**src/acts_defines.vh**
```
`ifndef ACTS_DEFINES_VH
`define ACTS_DEFINES_VH
// register byte offsets on the apb bus
`define ACTS_OFF_CTRL     12'h000
`define ACTS_OFF_TRGSEL   12'h004
`define ACTS_OFF_STATUS   12'h008
// control register fields
`define ACTS_CTRL_CH_LSB  0
`define ACTS_CTRL_TWO     3
`define ACTS_CTRL_TRIGGED 4
`define ACTS_CTRL_CYCLE   5
`define ACTS_CTRL_START   6
`define ACTS_CTRL_RESET   32'h0000_0000
// trigger select field positions
`define ACTS_TS_M0G0_LSB  0
`define ACTS_TS_M1G0_LSB  4
`define ACTS_TS_M0G1_LSB  8
`define ACTS_TS_M1G1_LSB  12
`define ACTS_TS_RESET     16'h0000
// trigger source codes
`define ACTS_SRC_PIN      4'h0
`define ACTS_SRC_TROUGH   4'h1
`define ACTS_SRC_CH0      4'h2
`define ACTS_SRC_DLYA     4'h3
`define ACTS_SRC_DLYB     4'h4
`endif

```
**src/acts_top.v**
```verilog
`timescale 1ns/1ps
`default_nettype none
`include "acts_defines.vh"
module acts_top (
	input  wire        pclk,
	input  wire        presetn,
	input  wire        psel,
	input  wire        penable,
	input  wire        pwrite,
	input  wire [11:0] paddr,
	input  wire [31:0] pwdata,
	output reg  [31:0] prdata,
	output wire        pready,
	output wire        pslverr,
	input  wire        external_trigger_pin,
	input  wire        timer_capture_trough_trigger,
	input  wire        timer_ch0_compare_trigger,
	input  wire        delayed_start_request_a,
	input  wire        delayed_start_request_b,
	input  wire        conv_done,
	output reg  [7:0]  conv_enable_q,
	output reg         conv_group_q,
	output reg         conv_start_q,
	output wire        conversion_active
);
	reg  [6:0]  ctrl_q;
	reg  [15:0] trig_sel_q;
	reg  [1:0]  grp_pend_q;
	reg         scanning_q;
	reg         start_clr;
	wire [3:0]  trig;
	wire [3:0]  bad;
	wire [2:0]  chsel;
	wire        two_ch;
	wire        trigged;
	wire        wr;
	wire        rd;
	wire        hit;
	wire        start_on;
	wire        wr_ctrl;
	wire        wr_trgsel;
	wire [1:0]  grp_new;
	wire [1:0]  grp_clr;
	wire        grp_sel;
	wire        grp_take;

	assign chsel    = ctrl_q[`ACTS_CTRL_CH_LSB +: 3];
	assign two_ch   = ctrl_q[`ACTS_CTRL_TWO];
	assign trigged  = ctrl_q[`ACTS_CTRL_TRIGGED];
	assign start_on = ctrl_q[`ACTS_CTRL_START];
	// zero wait states: every access ends in its first access cycle
	assign pready   = 1'b1;
	assign wr       = psel & penable & pwrite;
	// read data is latched in the setup cycle so it stands at the access edge
	assign rd       = psel & ~penable & ~pwrite;
	assign hit      = (paddr == `ACTS_OFF_CTRL) |
	                  (paddr == `ACTS_OFF_TRGSEL) |
	                  (paddr == `ACTS_OFF_STATUS);
	assign pslverr  = psel & penable & ~hit;
	assign wr_ctrl  = wr & (paddr == `ACTS_OFF_CTRL);
	// selector writes are dropped while armed, so a running scan never
	// sees its source change half way
	assign wr_trgsel = wr & (paddr == `ACTS_OFF_TRGSEL) & ~start_on;
	assign conversion_active = scanning_q;

	// module 0 group requests; prohibited codes never latch
	assign grp_new  = {trig[2] & ~bad[2], trig[0] & ~bad[0]};
	// group 0 is served first when both are waiting
	assign grp_sel  = ~grp_pend_q[0];
	assign grp_take = start_on & two_ch & trigged & ~scanning_q &
	                  (grp_pend_q != 2'h0);
	assign grp_clr  = grp_take ? {grp_sel, ~grp_sel} : 2'h0;

	genvar gi;
	generate
		for (gi = 0; gi < 4; gi = gi + 1) begin : g_dec
			acts_trig_dec u_dec (
				.sel                          (trig_sel_q[gi*4 +: 4]),
				.external_trigger_pin         (external_trigger_pin),
				.timer_capture_trough_trigger (timer_capture_trough_trigger),
				.timer_ch0_compare_trigger    (timer_ch0_compare_trigger),
				.delayed_start_request_a      (delayed_start_request_a),
				.delayed_start_request_b      (delayed_start_request_b),
				.trig                         (trig[gi]),
				.bad                          (bad[gi])
			);
		end
	endgenerate

	// channel enables for modules 0 (low nibble) and 1 (high nibble)
	function [7:0] chan_map;
		input [2:0] cs;
		input       trg;
		input       grp;
		reg   [3:0] m;
		begin
			m = 4'h0;
			if (!trg) begin
				case (cs)
				3'h0:    m = 4'h1;
				3'h1:    m = 4'h3;
				3'h2:    m = 4'h4;
				3'h3:    m = 4'hc;
				default: m = 4'h0;
				endcase
			end else begin
				case (cs)
				3'h0:    m = grp ? 4'h4 : 4'h1;
				3'h1:    m = grp ? 4'hc : 4'h3;
				default: m = 4'h0;
				endcase
			end
			chan_map = {m, m};
		end
	endfunction

	always @(posedge pclk or negedge presetn) begin
		if (!presetn) begin
			ctrl_q     <= 7'h00;
			trig_sel_q <= `ACTS_TS_RESET;
		end else begin
			// a software write beats the end-of-pass clear
			if (wr_ctrl)
				ctrl_q <= pwdata[6:0];
			else if (start_clr)
				ctrl_q[`ACTS_CTRL_START] <= 1'b0;
			if (wr_trgsel)
				trig_sel_q <= pwdata[15:0];
		end
	end

	always @* begin
		start_clr = 1'b0;
		// single pass outside two-group trigger mode clears start at end
		if (scanning_q && conv_done && !ctrl_q[`ACTS_CTRL_CYCLE] &&
		    !(two_ch && trigged))
			start_clr = 1'b1;
	end

	// a new trigger beats the clear of the group being served
	always @(posedge pclk or negedge presetn) begin
		if (!presetn)
			grp_pend_q <= 2'h0;
		else if (!start_on || !(two_ch && trigged))
			grp_pend_q <= 2'h0;
		else
			grp_pend_q <= (grp_pend_q & ~grp_clr) | grp_new;
	end

	always @(posedge pclk or negedge presetn) begin
		if (!presetn) begin
			scanning_q    <= 1'b0;
			conv_enable_q <= 8'h00;
			conv_group_q  <= 1'b0;
			conv_start_q  <= 1'b0;
		end else begin
			conv_start_q <= 1'b0;
			if (!start_on) begin
				scanning_q <= 1'b0;
			end else if (two_ch && trigged) begin
				// start the group whose trigger came
				if (grp_take) begin
					scanning_q    <= 1'b1;
					conv_group_q  <= grp_sel;
					conv_enable_q <= chan_map(chsel, 1'b1, grp_sel);
					conv_start_q  <= 1'b1;
				end else if (scanning_q && conv_done)
					scanning_q <= 1'b0;
			end else if (!scanning_q) begin
				scanning_q    <= 1'b1;
				conv_group_q  <= 1'b0;
				conv_enable_q <= chan_map(chsel, 1'b0, 1'b0);
				conv_start_q  <= 1'b1;
			end else if (conv_done && ctrl_q[`ACTS_CTRL_CYCLE])
				conv_start_q <= 1'b1;
			else if (conv_done)
				scanning_q <= 1'b0;
		end
	end

	always @(posedge pclk or negedge presetn) begin
		if (!presetn)
			prdata <= 32'h0000_0000;
		else if (rd) begin
			case (paddr)
			`ACTS_OFF_CTRL:   prdata <= {25'h0, ctrl_q};
			`ACTS_OFF_TRGSEL: prdata <= {16'h0, trig_sel_q};
			`ACTS_OFF_STATUS: prdata <= {24'h0, bad, grp_pend_q,
			                             conv_group_q, scanning_q};
			default:          prdata <= 32'h0000_0000;
			endcase
		end
	end
endmodule
`default_nettype wire

```
**src/acts_trig_dec.v**
```verilog
`timescale 1ns/1ps
`default_nettype none
`include "acts_defines.vh"
// picks one trigger source by a four-bit select field
module acts_trig_dec (
	input  wire [3:0] sel,
	input  wire       external_trigger_pin,
	input  wire       timer_capture_trough_trigger,
	input  wire       timer_ch0_compare_trigger,
	input  wire       delayed_start_request_a,
	input  wire       delayed_start_request_b,
	output reg        trig,
	output reg        bad
);
	always @* begin
		trig = 1'b0;
		bad  = 1'b0;
		case (sel)
		`ACTS_SRC_PIN:    trig = external_trigger_pin;
		`ACTS_SRC_TROUGH: trig = timer_capture_trough_trigger;
		`ACTS_SRC_CH0:    trig = timer_ch0_compare_trigger;
		`ACTS_SRC_DLYA:   trig = delayed_start_request_a;
		`ACTS_SRC_DLYB:   trig = delayed_start_request_b;
		default:          bad  = 1'b1;
		endcase
	end
endmodule
`default_nettype wire

```
**config.mk**
```make
export PLATFORM = sky130hd
export DESIGN_NAME = acts_top
export DESIGN_NICKNAME = d
export VERILOG_FILES = /design/src/acts_top.v /design/src/acts_trig_dec.v
export VERILOG_INCLUDE_DIRS = /design/src
export SDC_FILE = /design/constraint.sdc
export NUM_CORES = 1
export LEC_CHECK = 0
export ABC_AREA = 0
export BUFFER_PORTS_ARGS = -buffer_cell sky130_fd_sc_hd__clkbuf_2
export CELL_PAD_IN_SITES_DETAIL_PLACEMENT = 0
export CELL_PAD_IN_SITES_GLOBAL_PLACEMENT = 2
export CORE_UTILIZATION = 30
export CTS_BUF_LIST = sky130_fd_sc_hd__clkbuf_4 sky130_fd_sc_hd__clkbuf_8 sky130_fd_sc_hd__clkbuf_16
export DETAILED_ROUTE_END_ITERATION = 10
export GPL_TIMING_DRIVEN = 1
export PLACE_DENSITY = 0.85
export SLEW_MARGIN = 0
export SYNTH_ARGS = -nofsm -noshare
export SYNTH_HDL_FRONTEND = slang
export SYNTH_HIERARCHICAL = 1
export SYNTH_SLANG_ARGS = --single-unit
```
**constraint.sdc**
```tcl
create_clock -name pclk -period 1.8 [get_ports pclk]
set_input_delay 0.09 -clock pclk [delete_from_list [all_inputs] [get_ports pclk]]
set_output_delay 0.09 -clock pclk [all_outputs]
set_load 0.005 [all_outputs]
```
==> results_dict.tcl <==
set metrics [dict create \
    run_status "completed" \
    die_span_x_microns 93.1 \
    yosysWarningCount 6 \
    post_dp_cell_area_sq_um 2890 \
    cts_tree "yes" \
    crit_fanout 16 \
    firstDrtPassIters 4 \
    finClkSkew_ns 0.00584 \
    start_util 0.315 \
    worst_ir_drop_vdd_mv 0.327 \
    final_layout_size_suffix_gt1_frac 0.404 \
    flow.area_growth_from_synthesis_pct 21.2 \
    final.period_utilization 0.852 \
    numPortBuffers 66 \
    element_type_at_the_critical_path_end "flop" \
    postCtsSetupRepairBufs 0 \
    dp.cells 380 \
    slew_at_the_pin_with_the_worst_max_slew_slack_ns 0.618 \
    timing.fmax_ghz 0.652 \
    grt_overflow 0 \
    regToRegStartpoint "ctrl_q[6]" \
    crit_chain "nor4_4 -> buf_12 -> mux2_2" \
    cell_family_contributing_the_most_delay_on_the_critical_path "flip-flops" \
    remaining_drc_errors 0 \
    crit_path_start "ctrl_q[6]" \
    grt_usage 0.135 \
    worst_skew_pair.late_latency_ns 0.30 \
    postLayoutCoreUtil 0.382 \
    layout.cells.non_filler 389 \
    power-per-cell-area_nw_per_um2 666 \
    maxCapViolations 0 \
    numClockSinks 48 \
    cts_buffers 5 \
    netlist_area_sq_um 2490 \
    hold_path.class "primary input to flop" \
    postRouteAntennaNets 0 \
    detail_route.iter0.violations 59 \
    die_area_sq_um 8660 \
    grt_pass1_wl_microns 8980 \
    rsz0062_at_grt "false" \
    crit_path_max_delay_cell_type "dfrtp_1" \
    n_fill_cell 796 \
    total_leakage_power_nw 1.51 \
    finish.net_count 341 \
    routed_wire_length_per_instance_microns 13.9 \
    type_of_the_worst_setup_path "flop to flop" \
    total_count_of_hold_check_failures_in_the_final_report 0 \
    slowest_delay_ns 0.49 \
    grt_start_max_net_pins 49 \
    die_y_microns 93.1 \
    route.top_layer_used "met4" \
    met3_length_microns 307 \
    critical_path_required_ns 1.99 \
    cts.clk_slew.worst_paths_ns 0.09 \
    finalSetupTns_ns 0 \
    post-dp-hpwl_microns 4140 \
    met1Wirelength_microns 2650 \
    core_area_sq_um 7890 \
    post_synth_inst_count 214 \
    clock_tree.buffer_depth 2 \
    grt_antenna_before_repair 0 \
    max_slew_violation_count 0 \
    final_design_area_no_fill_sq_um 3010 \
    totalWireLength_microns 5430 \
    first_global_vias 1775 \
    ios 100 \
    reg2reg_slack_ns 0.27 \
    cts.htree.levels 2 \
    antenna-diode-count 0 \
    met2_length_microns 2400 \
    arrival_time_at_the_worst_endpoint_ns 1.73 \
    drt-vias-per-instance 4.61 \
    finalHoldWorstSlack_ns 0.0168 \
    num_vias 1795 \
    std_cell_rows 32 \
    timing.critical_path.buf_inv 1 \
    layout_min_cycle_time_ns 1.53 \
    cp-start-kind "flop" \
    max-slew-margin-rel 0.588 \
    gp_routability_congestion 0.760 \
    timing.hold.worst.start "pwdata[10]" \
    post_synth.cell_area_avg_sq_um 11.6 \
    cts-root-buf "clkbuf_8" \
    setup_violations 0 \
]
==> power by group <==
| group | internal (mW) | switching (mW) | total (mW) |
|---|---|---|---|
| Clock | 0.419 | 0.373 | 0.791 |
| Combinational | 0.0543 | 0.0805 | 0.135 |
| Sequential | 1.08 | 0.00133 | 1.08 |
==> metal layers <==
layer	vias up	track usage
li1	873	-
met1	860	0.189
met2	57	0.206
met3	5	0.0325
met4	0	0.0385
met5	-	0
==> cell type report <==
class                      count  area [sq um]  share of cell area
clock buffer                   5          68.8              0.0228
clock inverter                 3          46.3              0.0154
inverter                       5          18.8             0.00623
multi-input combinational    150          1130               0.375
sequential                    48          1200               0.399
tap                          102           128              0.0423
timing repair buffer          76           420               0.139
==> worst paths after layout <==
kind	endpoint	depth (start not counted)
max	trig_sel_q[12]	3
min	trig_sel_q[10]	2
max reg2reg	trig_sel_q[12]	3
min reg2reg	prdata[7]	2
max in group asynchronous	prdata[1]	3
min in group asynchronous	prdata[10]	3
==> registers in the layout, indices dropped and copies added, names as in the netlist <==
| name | cells |
|---|---|
| prdata | 16 |
| trig_sel_q | 16 |
| ctrl_q | 7 |
| conv_enable_q | 4 |
| grp_pend_q | 2 |
| conv_group_q | 1 |
| conv_start_q | 1 |
| conversion_active | 1 |
==> metrics by stage <==
| step | worst slack, ns | total power [mW] |
|---|---|---|
| after floorplan | 0.183 | 1.17 |
| after global placement | 0.141 | 1.23 |
| after detailed placement | 0.123 | 1.24 |
| after CTS | 0.256 | 2.03 |
| after global routing | 0.152 | 2.09 |
| final | 0.267 | 2.01 |
==> what timing repair did <==
action,4_1_cts,5_1_grt
hold endpoints to repair,48,0
gates resized for setup,0,0
hold buffers,1,0
==> layout by cell type (no fill, tap or decap), types with 5 or more instances in the layout <==
cell type	instances
a21oi_1	8
a22o_1	12
buf_4	8
clkbuf_2	66
clkbuf_8	5
conb_1	17
dfrtp_1	48
mux2_2	14
mux2_4	10
mux2i_1	5
nand2_1	13
nand2b_1	6
nor2_1	16
nor2b_1	8
o21ai_0	12
Power figures use the tool's default switching activity.
